File: config.mk
export PLATFORM = sky130hd
export DESIGN_NAME = timer8_waveform_modes
export DESIGN_NICKNAME = d
export VERILOG_FILES = /design/src/design/timer8_prescaler.v /design/src/design/timer8_waveform_modes.v
export VERILOG_INCLUDE_DIRS = /design/src /design/src/design
export SDC_FILE = /design/constraint.sdc
export NUM_CORES = 1
export LEC_CHECK = 0
export BUFFER_PORTS_ARGS = -buffer_cell sky130_fd_sc_hd__buf_2
export CORE_ASPECT_RATIO = 0.75
export CORE_MARGIN = 2
export CORE_UTILIZATION = 51
export CTS_CLUSTER_SIZE = 24
export DETAILED_ROUTE_END_ITERATION = 6
export PLACE_DENSITY = 0.76
export RECOVER_POWER = 100
export SLEW_MARGIN = 20
export SYNTH_ARGS = -nofsm -noshare
export SYNTH_HDL_FRONTEND = slang
export SYNTH_SLANG_ARGS = --single-unit
File: constraint.sdc
create_clock -name clk_sys -period 2.85 [get_ports clk_sys]
set_input_delay 0.7125 -clock clk_sys [delete_from_list [all_inputs] [get_ports clk_sys]]
set_output_delay 0.7125 -clock clk_sys [all_outputs]
set_load 0.03 [all_outputs]
File: src/design/timer8_defs.vh
`ifndef TIMER8_DEFS_VH
`define TIMER8_DEFS_VH

// ********************************
// register offsets
// ********************************
`define ADDR_CONTROL 3'h0
`define ADDR_COMPARE 3'h1
`define ADDR_COUNT 3'h2
`define ADDR_STATUS 3'h3
`define ADDR_PIN_DIR 3'h4

// ********************************
// control field positions
// ********************************
`define CTL_MODE_LO 0
`define CTL_MODE_HI 1
`define CTL_ACT_LO 2
`define CTL_ACT_HI 3
`define CTL_CLK_LO 4
`define CTL_CLK_HI 6
`define CTL_FORCE 7

// ********************************
// status field positions
// ********************************
`define STS_COMPARE 0
`define STS_OVERFLOW 1
`define STS_UP 2

// ********************************
// modes and actions
// ********************************
`define MODE_NORMAL 2'h0
`define MODE_PHASE 2'h1
`define MODE_CTC 2'h2
`define MODE_FAST 2'h3
`define ACT_OFF 2'h0
`define ACT_TOGGLE 2'h1
`define ACT_CLEAR 2'h2
`define ACT_SET 2'h3

// ********************************
// counter limits and reset values
// ********************************
`define CNT_MAX 8'hFF
`define CNT_BOTTOM 8'h00
`define CNT_ONE 8'h01
`define RST_CONTROL 8'h00
`define RST_COMPARE 8'h00
`define RST_COUNT 8'h00
`define RST_DIR 1'h0

// ********************************
// prescale selects and divider masks
// ********************************
`define CLK_STOP 3'h0
`define CLK_DIV1 3'h1
`define CLK_DIV8 3'h2
`define CLK_DIV64 3'h3
`define CLK_DIV256 3'h4
`define CLK_DIV1024 3'h5
`define MASK_DIV8 10'h007
`define MASK_DIV64 10'h03F
`define MASK_DIV256 10'h0FF
`define MASK_DIV1024 10'h3FF

`endif

File: src/design/timer8_prescaler.v
`timescale 1ns/1ns
`include "timer8_defs.vh"

module timer8_prescaler (
  input wire clk_sys,
  input wire reset,
  input wire [2:0] clock_select,
  output reg tick
);

  reg [9:0] div_ff;
  wire [9:0] nxt_div;

  // free running, so a select change takes effect mid-period
  assign nxt_div = div_ff + 10'h001;

  always @(posedge clk_sys) begin
    if (reset) begin
      div_ff <= 10'h000;
    end else begin
      div_ff <= nxt_div;
    end
  end

  // external clock selects have no source here and stop the timer
  always @* begin
    tick = 1'b0;
    case (clock_select)
      `CLK_DIV1: tick = 1'b1;
      `CLK_DIV8: tick = ((div_ff & `MASK_DIV8) == `MASK_DIV8);
      `CLK_DIV64: tick = ((div_ff & `MASK_DIV64) == `MASK_DIV64);
      `CLK_DIV256: tick = ((div_ff & `MASK_DIV256) == `MASK_DIV256);
      `CLK_DIV1024: tick = (div_ff == `MASK_DIV1024);
      default: tick = 1'b0;
    endcase
  end

endmodule // timer8_prescaler

File: src/design/timer8_waveform_modes.v
`timescale 1ns/1ns
`include "timer8_defs.vh"

module timer8_waveform_modes (
  input wire clk_sys,
  input wire reset,
  input wire [2:0] reg_addr,
  input wire [7:0] reg_wdata,
  input wire reg_wr,
  input wire reg_rd,
  output reg [7:0] reg_rdata_ff,
  output reg waveform_output_ff,
  output reg waveform_oe_ff,
  output reg compare_match_flag_ff,
  output reg overflow_flag_ff
);

  // ********************************
  // software registers
  // ********************************
  reg [1:0] waveform_mode_select_ff;
  reg [1:0] output_action_select_ff;
  reg [2:0] clock_select_ff;
  reg pin_dir_ff;
  reg [7:0] compare_buf_ff;
  reg [7:0] compare_value_ff;
  reg [7:0] count_value_ff;
  reg count_up_ff;
  reg match_block_ff;
  reg waveform_state_ff;

  reg [7:0] nxt_count;
  reg nxt_up;
  reg nxt_state;
  reg [7:0] nxt_compare;
  reg set_compare_flag;
  reg set_overflow_flag;

  wire tick;
  wire wr_control;
  wire wr_compare;
  wire wr_count;
  wire wr_status;
  wire wr_dir;
  wire force_cmp;
  wire is_pwm;
  wire at_max;
  wire at_bottom;
  wire match;
  wire top_ignore;
  wire up_result;
  wire down_result;

  assign wr_control = reg_wr && (reg_addr == `ADDR_CONTROL);
  assign wr_compare = reg_wr && (reg_addr == `ADDR_COMPARE);
  assign wr_count = reg_wr && (reg_addr == `ADDR_COUNT);
  assign wr_status = reg_wr && (reg_addr == `ADDR_STATUS);
  assign wr_dir = reg_wr && (reg_addr == `ADDR_PIN_DIR);

  // ********************************
  // timer clock enable
  // ********************************
  timer8_prescaler u_prescaler (
    .clk_sys(clk_sys),
    .reset(reset),
    .clock_select(clock_select_ff),
    .tick(tick)
  );

  always @(posedge clk_sys) begin
    if (reset) begin
      waveform_mode_select_ff <= `MODE_NORMAL;
      output_action_select_ff <= `ACT_OFF;
      clock_select_ff <= `CLK_STOP;
      pin_dir_ff <= `RST_DIR;
    end else begin
      if (wr_control) begin
        waveform_mode_select_ff <= reg_wdata[`CTL_MODE_HI:`CTL_MODE_LO];
        output_action_select_ff <= reg_wdata[`CTL_ACT_HI:`CTL_ACT_LO];
        clock_select_ff <= reg_wdata[`CTL_CLK_HI:`CTL_CLK_LO];
      end
      if (wr_dir) begin
        pin_dir_ff <= reg_wdata[0];
      end
    end
  end

  // ********************************
  // compare decode
  // ********************************
  assign is_pwm = (waveform_mode_select_ff == `MODE_PHASE) ||
                  (waveform_mode_select_ff == `MODE_FAST);
  // force strobe only acts in the non-pwm modes
  assign force_cmp = wr_control && reg_wdata[`CTL_FORCE] && !is_pwm;
  assign at_max = (count_value_ff == `CNT_MAX);
  assign at_bottom = (count_value_ff == `CNT_BOTTOM);
  // a count write blocks the match of the next timer tick
  assign match = (count_value_ff == compare_value_ff) && !match_block_ff;
  assign top_ignore = is_pwm && output_action_select_ff[1] &&
                      (compare_value_ff == `CNT_MAX);
  assign up_result = output_action_select_ff[0];
  assign down_result = !output_action_select_ff[0];

  // ********************************
  // counter, direction and buffer
  // ********************************
  always @* begin
    nxt_count = count_value_ff;
    nxt_up = count_up_ff;
    nxt_compare = compare_value_ff;
    set_compare_flag = 1'b0;
    set_overflow_flag = 1'b0;
    if (!is_pwm) begin
      // buffer is bypassed, writes land at once
      nxt_compare = compare_buf_ff;
    end
    if (tick) begin
      set_compare_flag = match;
      case (waveform_mode_select_ff)
        `MODE_CTC: begin
          if (match) begin
            nxt_count = `CNT_BOTTOM;
          end else begin
            // a top below the count is only met after the wrap
            nxt_count = count_value_ff + `CNT_ONE;
          end
          set_overflow_flag = at_max;
        end
        `MODE_FAST: begin
          if (at_max) begin
            nxt_count = `CNT_BOTTOM;
            nxt_compare = compare_buf_ff;
          end else begin
            nxt_count = count_value_ff + `CNT_ONE;
          end
          set_overflow_flag = at_max;
        end
        `MODE_PHASE: begin
          if (count_up_ff) begin
            if (at_max) begin
              nxt_up = 1'b0;
              nxt_count = count_value_ff - `CNT_ONE;
            end else begin
              nxt_count = count_value_ff + `CNT_ONE;
            end
          end else begin
            if (at_bottom) begin
              nxt_up = 1'b1;
              nxt_count = count_value_ff + `CNT_ONE;
            end else begin
              nxt_count = count_value_ff - `CNT_ONE;
            end
          end
          // the buffer moves while the count sits at top
          if (at_max) begin
            nxt_compare = compare_buf_ff;
          end
          set_overflow_flag = at_bottom;
        end
        default: begin
          nxt_count = count_value_ff + `CNT_ONE;
          set_overflow_flag = at_max;
        end
      endcase
    end
  end

  // ********************************
  // waveform generator
  // ********************************
  always @* begin
    nxt_state = waveform_state_ff;
    if (force_cmp) begin
      case (output_action_select_ff)
        `ACT_TOGGLE: nxt_state = !waveform_state_ff;
        `ACT_CLEAR: nxt_state = 1'b0;
        `ACT_SET: nxt_state = 1'b1;
        default: nxt_state = waveform_state_ff;
      endcase
    end else if (tick) begin
      case (waveform_mode_select_ff)
        `MODE_FAST: begin
          if (output_action_select_ff[1]) begin
            if (at_max) begin
              // rollover to bottom restores the idle level
              nxt_state = !output_action_select_ff[0];
            end else if (match) begin
              nxt_state = output_action_select_ff[0];
            end
          end else if (output_action_select_ff[0] && match) begin
            nxt_state = !waveform_state_ff;
          end
        end
        `MODE_PHASE: begin
          if (output_action_select_ff[1]) begin
            if (at_max) begin
              // top level decides symmetry around bottom
              if (nxt_compare == `CNT_MAX) begin
                nxt_state = down_result;
              end else begin
                nxt_state = up_result;
              end
            end else if (match && !top_ignore) begin
              // bottom counts as up so a zero compare stays idle
              if (count_up_ff || at_bottom) begin
                nxt_state = up_result;
              end else begin
                nxt_state = down_result;
              end
            end
          end
        end
        default: begin
          if (match) begin
            case (output_action_select_ff)
              `ACT_TOGGLE: nxt_state = !waveform_state_ff;
              `ACT_CLEAR: nxt_state = 1'b0;
              `ACT_SET: nxt_state = 1'b1;
              default: nxt_state = waveform_state_ff;
            endcase
          end
        end
      endcase
    end
  end

  // ********************************
  // state registers
  // ********************************
  always @(posedge clk_sys) begin
    if (reset) begin
      count_value_ff <= `RST_COUNT;
      count_up_ff <= 1'b1;
      compare_buf_ff <= `RST_COMPARE;
      compare_value_ff <= `RST_COMPARE;
      match_block_ff <= 1'b0;
      waveform_state_ff <= 1'b0;
    end else begin
      compare_value_ff <= nxt_compare;
      waveform_state_ff <= nxt_state;
      count_up_ff <= nxt_up;
      if (wr_compare) begin
        compare_buf_ff <= reg_wdata;
      end
      // software write beats the tick on the count
      if (wr_count) begin
        count_value_ff <= reg_wdata;
        match_block_ff <= 1'b1;
      end else begin
        count_value_ff <= nxt_count;
        if (tick) begin
          match_block_ff <= 1'b0;
        end
      end
    end
  end

  // ********************************
  // flags, write one to clear
  // ********************************
  always @(posedge clk_sys) begin
    if (reset) begin
      compare_match_flag_ff <= 1'b0;
      overflow_flag_ff <= 1'b0;
    end else begin
      // a set in the clearing cycle wins
      if (set_compare_flag) begin
        compare_match_flag_ff <= 1'b1;
      end else if (wr_status && reg_wdata[`STS_COMPARE]) begin
        compare_match_flag_ff <= 1'b0;
      end
      if (set_overflow_flag) begin
        overflow_flag_ff <= 1'b1;
      end else if (wr_status && reg_wdata[`STS_OVERFLOW]) begin
        overflow_flag_ff <= 1'b0;
      end
    end
  end

  // ********************************
  // pin drive
  // ********************************
  always @(posedge clk_sys) begin
    if (reset) begin
      waveform_output_ff <= 1'b0;
      waveform_oe_ff <= 1'b0;
    end else begin
      // state keeps running while the pin is an input
      waveform_output_ff <= nxt_state;
      waveform_oe_ff <= pin_dir_ff &&
                        (output_action_select_ff != `ACT_OFF);
    end
  end

  // ********************************
  // read port
  // ********************************
  always @(posedge clk_sys) begin
    if (reset) begin
      reg_rdata_ff <= 8'h00;
    end else if (reg_rd) begin
      if (reg_addr == `ADDR_CONTROL) begin
        reg_rdata_ff <= {1'b0, clock_select_ff, output_action_select_ff,
                         waveform_mode_select_ff};
      end else if (reg_addr == `ADDR_COMPARE) begin
        reg_rdata_ff <= compare_buf_ff;
      end else if (reg_addr == `ADDR_COUNT) begin
        reg_rdata_ff <= count_value_ff;
      end else if (reg_addr == `ADDR_STATUS) begin
        reg_rdata_ff <= {5'h00, count_up_ff, overflow_flag_ff,
                         compare_match_flag_ff};
      end else if (reg_addr == `ADDR_PIN_DIR) begin
        reg_rdata_ff <= {7'h00, pin_dir_ff};
      end else begin
        reg_rdata_ff <= 8'h00;
      end
    end else begin
      reg_rdata_ff <= 8'h00;
    end
  end

endmodule // timer8_waveform_modes

# Word-level counts from Yosys, hierarchy flattened

Index checks and enable logic that the tools add are counted.

Reduce and logical (&&, ||, !) cells: 35
$add $sub $neg: 3
Eq/ne operators: 27
Bitwise gates (word level): 1
Multiplexer cells: 44

Operators with widths:

| cell                  | count |
|---|---|
| $mux 8                | 13 |
| $eq 8x8->1 const B    | 4 |
| $mux 1                | 25 |
| $pmux 8 s3            | 1 |
| $logic_and 1x1->1     | 15 |
| $eq 3x2->1 const B    | 4 |
| $eq 3x3->1 const B    | 4 |
| $add 10x1->10 const B | 1 |
| $eq 10x10->1 const B  | 1 |
| $reduce_bool 2->1     | 5 |
| $add 8x1->8 const B   | 1 |
| $eq 2x2->1 const B    | 4 |
| $eq 8x8->1            | 1 |
| $logic_not 8->1       | 1 |
| $ne 4x3->1 const B    | 2 |
| $sub 8x1->8 const B   | 1 |
| $mux 7                | 1 |
| $eq 3x1->1 const B    | 2 |
| $eq 6x6->1 const B    | 1 |
| $reduce_and 6->1      | 1 |
| $logic_not 1->1       | 5 |
| $ne 5x5->1 const B    | 1 |
| $pmux 1 s5            | 1 |
| $eq 2x1->1 const B    | 2 |
| 11 further kinds      | 13 |

Word-level logic and storage cells: 126
Bits of input ports: 15
Register bits: 56
Output and inout port bits: 12

# Logic depth before layout (Yosys ltp)

Depth in word-level cells: 13
Mapped depth: 10
Depth with buffers taken out: 9

# Modules after synthesis

Synthesis repeated with hierarchy kept, for this count alone.

Cell total of the unflattened synthesis: 385
Area, all modules: 3225.6 um2

Modules (own cells, without submodules):

| module                | instances | area an instance (um2) | seq. area each (um2) | cells each |
|---|---|---|---|---|
| timer8_waveform_modes | 1         | 2730.1                 | 920.9                | 332 |
| timer8_prescaler      | 1         | 495.5                  | 200.2                | 53 |

# Least setup slack after synthesis

Ideal clock, no wire load.

Path type: flip-flop to flip-flop
From: register u_prescaler.div_ff[0]
To: register waveform_output_ff
Required time: 2.776 ns
Setup slack: 0.485 ns
Arrival: 2.291 ns
Buffers on the path: 1
Library setup time: 0.074 ns
Clock period less this slack: 2.365 ns
Cell stages (with the launch flop): 11
Cell sequence: dfxtp_1 > ha_1 > ha_1 > mux2_1 > o22ai_1 > o21bai_2 > o21ai_2 > buf_6 > mux2i_1 > or4b_1 > a31oi_1

Longest elaborated chain between the ends: 10
Elaborated cells on any way between the ends: 15
Classes of those cells: eq/ne (5); mux (8); reduce/logical (2)

RTL lines:

| element                                              | RTL line                    | source |
|---|---|---|
| start: declaration                                   | timer8_prescaler.v:11       | `reg [9:0] div_ff;` |
| start signal: assignment                             | timer8_prescaler.v:21       | `div_ff <= nxt_div;` |
| $eq 10x10->1 (no line), or another cell as far along | n/a                         |  |
| $pmux 1 s5 (*)                                       | timer8_prescaler.v:28       | `case (clock_select)` |
| $mux 8                                               | timer8_waveform_modes.v:117 | `if (tick) begin` |
| $eq 8x8->1 (no line)                                 | n/a                         |  |
| $mux 1                                               | timer8_waveform_modes.v:198 | `` if (nxt_compare == `CNT_MAX) begin `` |
| $mux 1                                               | timer8_waveform_modes.v:196 | `if (at_max) begin` |
| $mux 1                                               | timer8_waveform_modes.v:195 | `if (output_action_select_ff[1]) begin` |
| $pmux 1 s2                                           | timer8_waveform_modes.v:181 | `case (waveform_mode_select_ff)` |
| $mux 1                                               | timer8_waveform_modes.v:180 | `end else if (tick) begin` |
| $mux 1                                               | timer8_waveform_modes.v:173 | `if (force_cmp) begin` |
| end signal: assignment                               | timer8_waveform_modes.v:289 | `waveform_output_ff <= nxt_state;` |
| end: declaration                                     | timer8_waveform_modes.v:12  | `output reg waveform_output_ff,` |

Every way passes the cells marked *; elsewhere a longest branch is shown, timed or not. The select of a mux whose other input is x is not followed.
A chain may end at the register's enable or synchronous reset.

# Worst setup path after layout

From: register u_prescaler.div_ff[0]
To: register count_value_ff[2]

Longest elaborated chain between the ends: 3
Elaborated cells on any way between the ends: 6
Classes of those cells: eq/ne (4); mux (1); reduce/logical (1)

RTL lines:

| element                                              | RTL line                    | source |
|---|---|---|
| $eq 10x10->1 (no line), or another cell as far along | n/a                         |  |
| $pmux 1 s5 (*)                                       | timer8_prescaler.v:28       |  |
| $reduce_bool 2->1 (no line) (*)                      | n/a                         |  |
| end signal: assignment                               | timer8_waveform_modes.v:232 | `` count_value_ff <= `RST_COUNT; `` |
| end signal: assignment                               | timer8_waveform_modes.v:247 | `count_value_ff <= reg_wdata;` |
| end signal: assignment                               | timer8_waveform_modes.v:250 | `count_value_ff <= nxt_count;` |
| end: declaration                                     | timer8_waveform_modes.v:27  | `reg [7:0] count_value_ff;` |

Every way passes the cells marked *; elsewhere a longest branch is shown, timed or not.

==> metrics.csv <==
stage;metric;value;unit
sta;max_freq;0.3734;GHz
sta;hold_viol_final;0;
status;status;finished, final reports clean;
job;max_cap_violations;0;
drt;drt-initial-drc-count;298;
floorplanning;fp-row-count;24;
floorplanning;die_area;6872;um^2
cts;insertion_delay;0.32;ns
setup_path;crit_arrival;2.91;ns
setup_path;cp-startpoint;u_prescaler.div_ff[0];
synth;synth_edf_count;0;
floorplanning;fp.coreArea;5916;um^2
synth;synthSimpleGateAreaFrac;25.80;%
pwr;irDropWorstVdd;0.3101;mV
drt;wl;8.695;mm
synth;synth_compound_area_share;18.66;%
setup_path;rr_worst_depth;10;
setup_path;startpoint_type;register;
drt;dr.pass1.iters;5;
final_layout;drive_gt1_share;11.08;%
placement;place_congestion;0.9634;
sta;setup_tns;0;ns
setup_path;timing.rr.start;u_prescaler.div_ff[0];
sta;tightestPinTransition;0.9849;ns
synth;synth_top_family_by_area;simple AND/OR/NAND/NOR gates;
placement;io_buffers;26;
sta;period_minus_slack;2.678;ns
cts;htreeDepth;2;
sta;min_period_over_period;93.96;%
synth;ys_types;58;
drt;vias;3053;
pwr;powerDensity;428.1;nW/um^2
sta;fin_skew;0.005821;ns
cts;clk_path_buf_depth;2;
hold_path;hold_start;u_prescaler.div_ff[0];
sta;relSlewSlack;34.34;%
placement;dp_hpwl;6.334;mm
floorplanning;die_y;72.30;um
hold_path;hold_class;reg -> reg;
cts;clk_pin_slew_worst_paths;0.11;ns
cts;cts_made_buffers;5;
hold_path;hold_path_depth;1;
synth;yosys_warnings;0;
floorplanning;ios;27;
synth;syn-instance-count;400;
synth;synth_fa_ha_area_share;1.972;%
drt;wl_per_cell;17.32;um
cts;cts_setup_buffers;0;
global_route;grt_antenna_before_repair;0;
global_route;grt_start_max_net_pins;49;
floorplanning;die_width;95.06;um
sta;hold_ws;0.4812;ns
sta;finalSetupViolations;0;
global_route;use_met2;38.34;%
sta;rsz0062_at_grt;false;
setup_path;end_kind;register;
final_layout;area_growth;9.389;%
synth;syn_nets;420;
floorplanning;initial_core_util;53.62;%
cts;cts_tree;built;
setup_path;cp.required;3.09;ns
global_route;overflow;0;
synth;synthMuxAreaShare;8.402;%
synth;synth_area_per_cell;7.929;um^2
sta;final_max_slew_viol_count;0;
synth;syn_area;3172;um^2
setup_path;crit_fanout;12;
synth;synth_seq_area_share;35.35;%
cts;cts_root_buf;clkbuf_8;
synth;ys_ff_latch;56;
synth;synthArstFlopShare;0;%
setup_path;path_class;reg -> reg;
global_route;grt_use_total;26.89;%
global_route;grt_pass1_wl;14.32;mm
synth;synthXorXnorAreaFrac;4.694;%
global_route;use_met3;6.854;%
cts;cts_hold_buf;0;
drt;drc;0;
final_layout;n_antenna_cell;0;
global_route;grt_pass1_vias;2790;
drt;avgViaCountPerCell;6.082;
final_layout;fin_nets;443;
global_route;use_met1;40.17;%
synth;ys.flop_type;dfxtp_1;
global_route;grt-busiest-layer;met1;
pwr;leakage;1.337;nW
cts;cts.sinks;56;
cts;ctsResizeCount;0;
drt;antenna_left;0;
[path summary, 6_finish.rpt]
kind	end	slack (ns)
worst min register to register	u_prescaler.div_ff[0]	0.48
worst min-delay path	u_prescaler.div_ff[0]	0.48
worst max register to register	count_value_ff[2]	0.17
worst max-delay path	count_value_ff[2]	0.17
[critical path, cell delays in order, from the launching register on]
cell	delay, ns
dfxtp_1	0.35
ha_1	0.23
ha_1	0.20
mux2_1	0.29
o22ai_1	0.15
o21bai_2	0.20
clkbuf_1	0.52
a31oi_1	0.11
o21ai_0	0.20
o211ai_1	0.15
a21oi_1	0.17
[state kept, by name (all words and copies together), names as in the netlist]
signal and flops:
pin_dir_ff 1, u_prescaler.div_ff 10, waveform_mode_select_ff 2, output_action_select_ff 2, reg_rdata_ff 8, count_up_ff 1, overflow_flag_ff 1, compare_buf_ff 8
waveform_output_ff 1, compare_match_flag_ff 1, clock_select_ff 3, match_block_ff 1, count_value_ff 8, compare_value_ff 8, waveform_oe_ff 1
[Yosys cell counts, types with 2 or more instances]
master	number	area share (%)
nor4_2	3	1.2
or3_1	4	0.79
xor2_1	13	3.6
o22ai_1	4	0.79
nand2_1	39	4.6
inv_1	16	1.9
o21ai_1	3	0.47
nor2_1	55	6.5
a211oi_1	4	0.95
mux4_2	2	1.4
mux2i_1	21	6.6
nor3_1	11	1.7
xnor2_1	4	1.1
o2111ai_1	4	1.1
nand2b_1	5	0.99
and3_1	5	0.99
nand4_1	12	2.4
ha_1	5	2.0
dfxtp_1	56	35
nor2b_1	7	1.4
a31oi_1	4	0.79
o211ai_1	2	0.47
clkbuf_1	18	2.1
o21ai_0	13	2.1
nand3_1	15	2.4
a21o_1	4	0.95
a21oi_1	25	3.9
buf_2	4	0.63
nor3b_1	3	0.71
a22oi_1	3	0.71
o31ai_1	8	1.9
a31o_2	2	0.55
[area by class of cell]
type / count / area, um^2
flip-flops and latches: 56 / 1121
inverters: 16 / 60.06
multi-input cells: 304 / 1888
fillers: 536 / 2446
clock inverters: 3 / 27.53
clock buffers: 5 / 68.82
well taps: 78 / 97.59
repair buffers: 40 / 206.4
[stage by stage]
stage / worst slack (ns) / util [%] / cells / instance area [um^2] / power [mW]
finish: 0.1723 / 58.65 / 502 / 3470 / 1.485
global route: 0.02003 / 58.65 / 502 / 3470 / 1.550
CTS: 0.2766 / 59.14 / 502 / 3498 / 1.492
detailed placement: 0.2988 / 57.51 / 494 / 3402 / 1.031
global placement: 0.4132 / 57.51 / 494 / 3402 / 1.030
floorplan: 0.4850 / - / 400 / 3172 / 0.9681
[routing by layer]
| layer | routed length (um) | vias up | part of all wire, % |
|---|---|---|---|
| met1 | 3990 | 1417 | 46 |
| met4 | 89 | 0 | 1.0 |
| met2 | 3705 | 153 | 43 |
| li1 | - | 1472 | - |
| met5 | 0 | - | 0 |
| met3 | 909 | 11 | 10 |
[layout by cell type (no fill, tap or decap), types with 5 or more instances in the layout]
master and instances:
mux2i_1 21, o31ai_1 8, dfxtp_1 56, ha_1 5
clkbuf_8 5, buf_2 13, nand3_1 15, nand4_1 12
buf_4 10, clkbuf_1 15, inv_1 16, nor2b_1 7
a21oi_1 25, o21ai_0 14, xor2_1 13, nand2_1 39
nand2b_1 5, nor2_1 55, and3_1 5, nor3_1 11
[kinds of logic after synthesis]
group	Yosys count
flip-flops	56
multiplexers	24
buffers and inverters	40
adder cells (fa/ha/maj)	5
XOR/XNOR	17
AO/OA/AOI/OAI	90
AND/OR/NAND/NOR	168
[report_power, final]
part	internal, mW	switching (mW)
Sequential	0.800	0.0244
Clock	0.181	0.287
Combinational	0.0712	0.121
Total	1.05	0.433
Note: power is estimated with default switching activity, not from simulation.
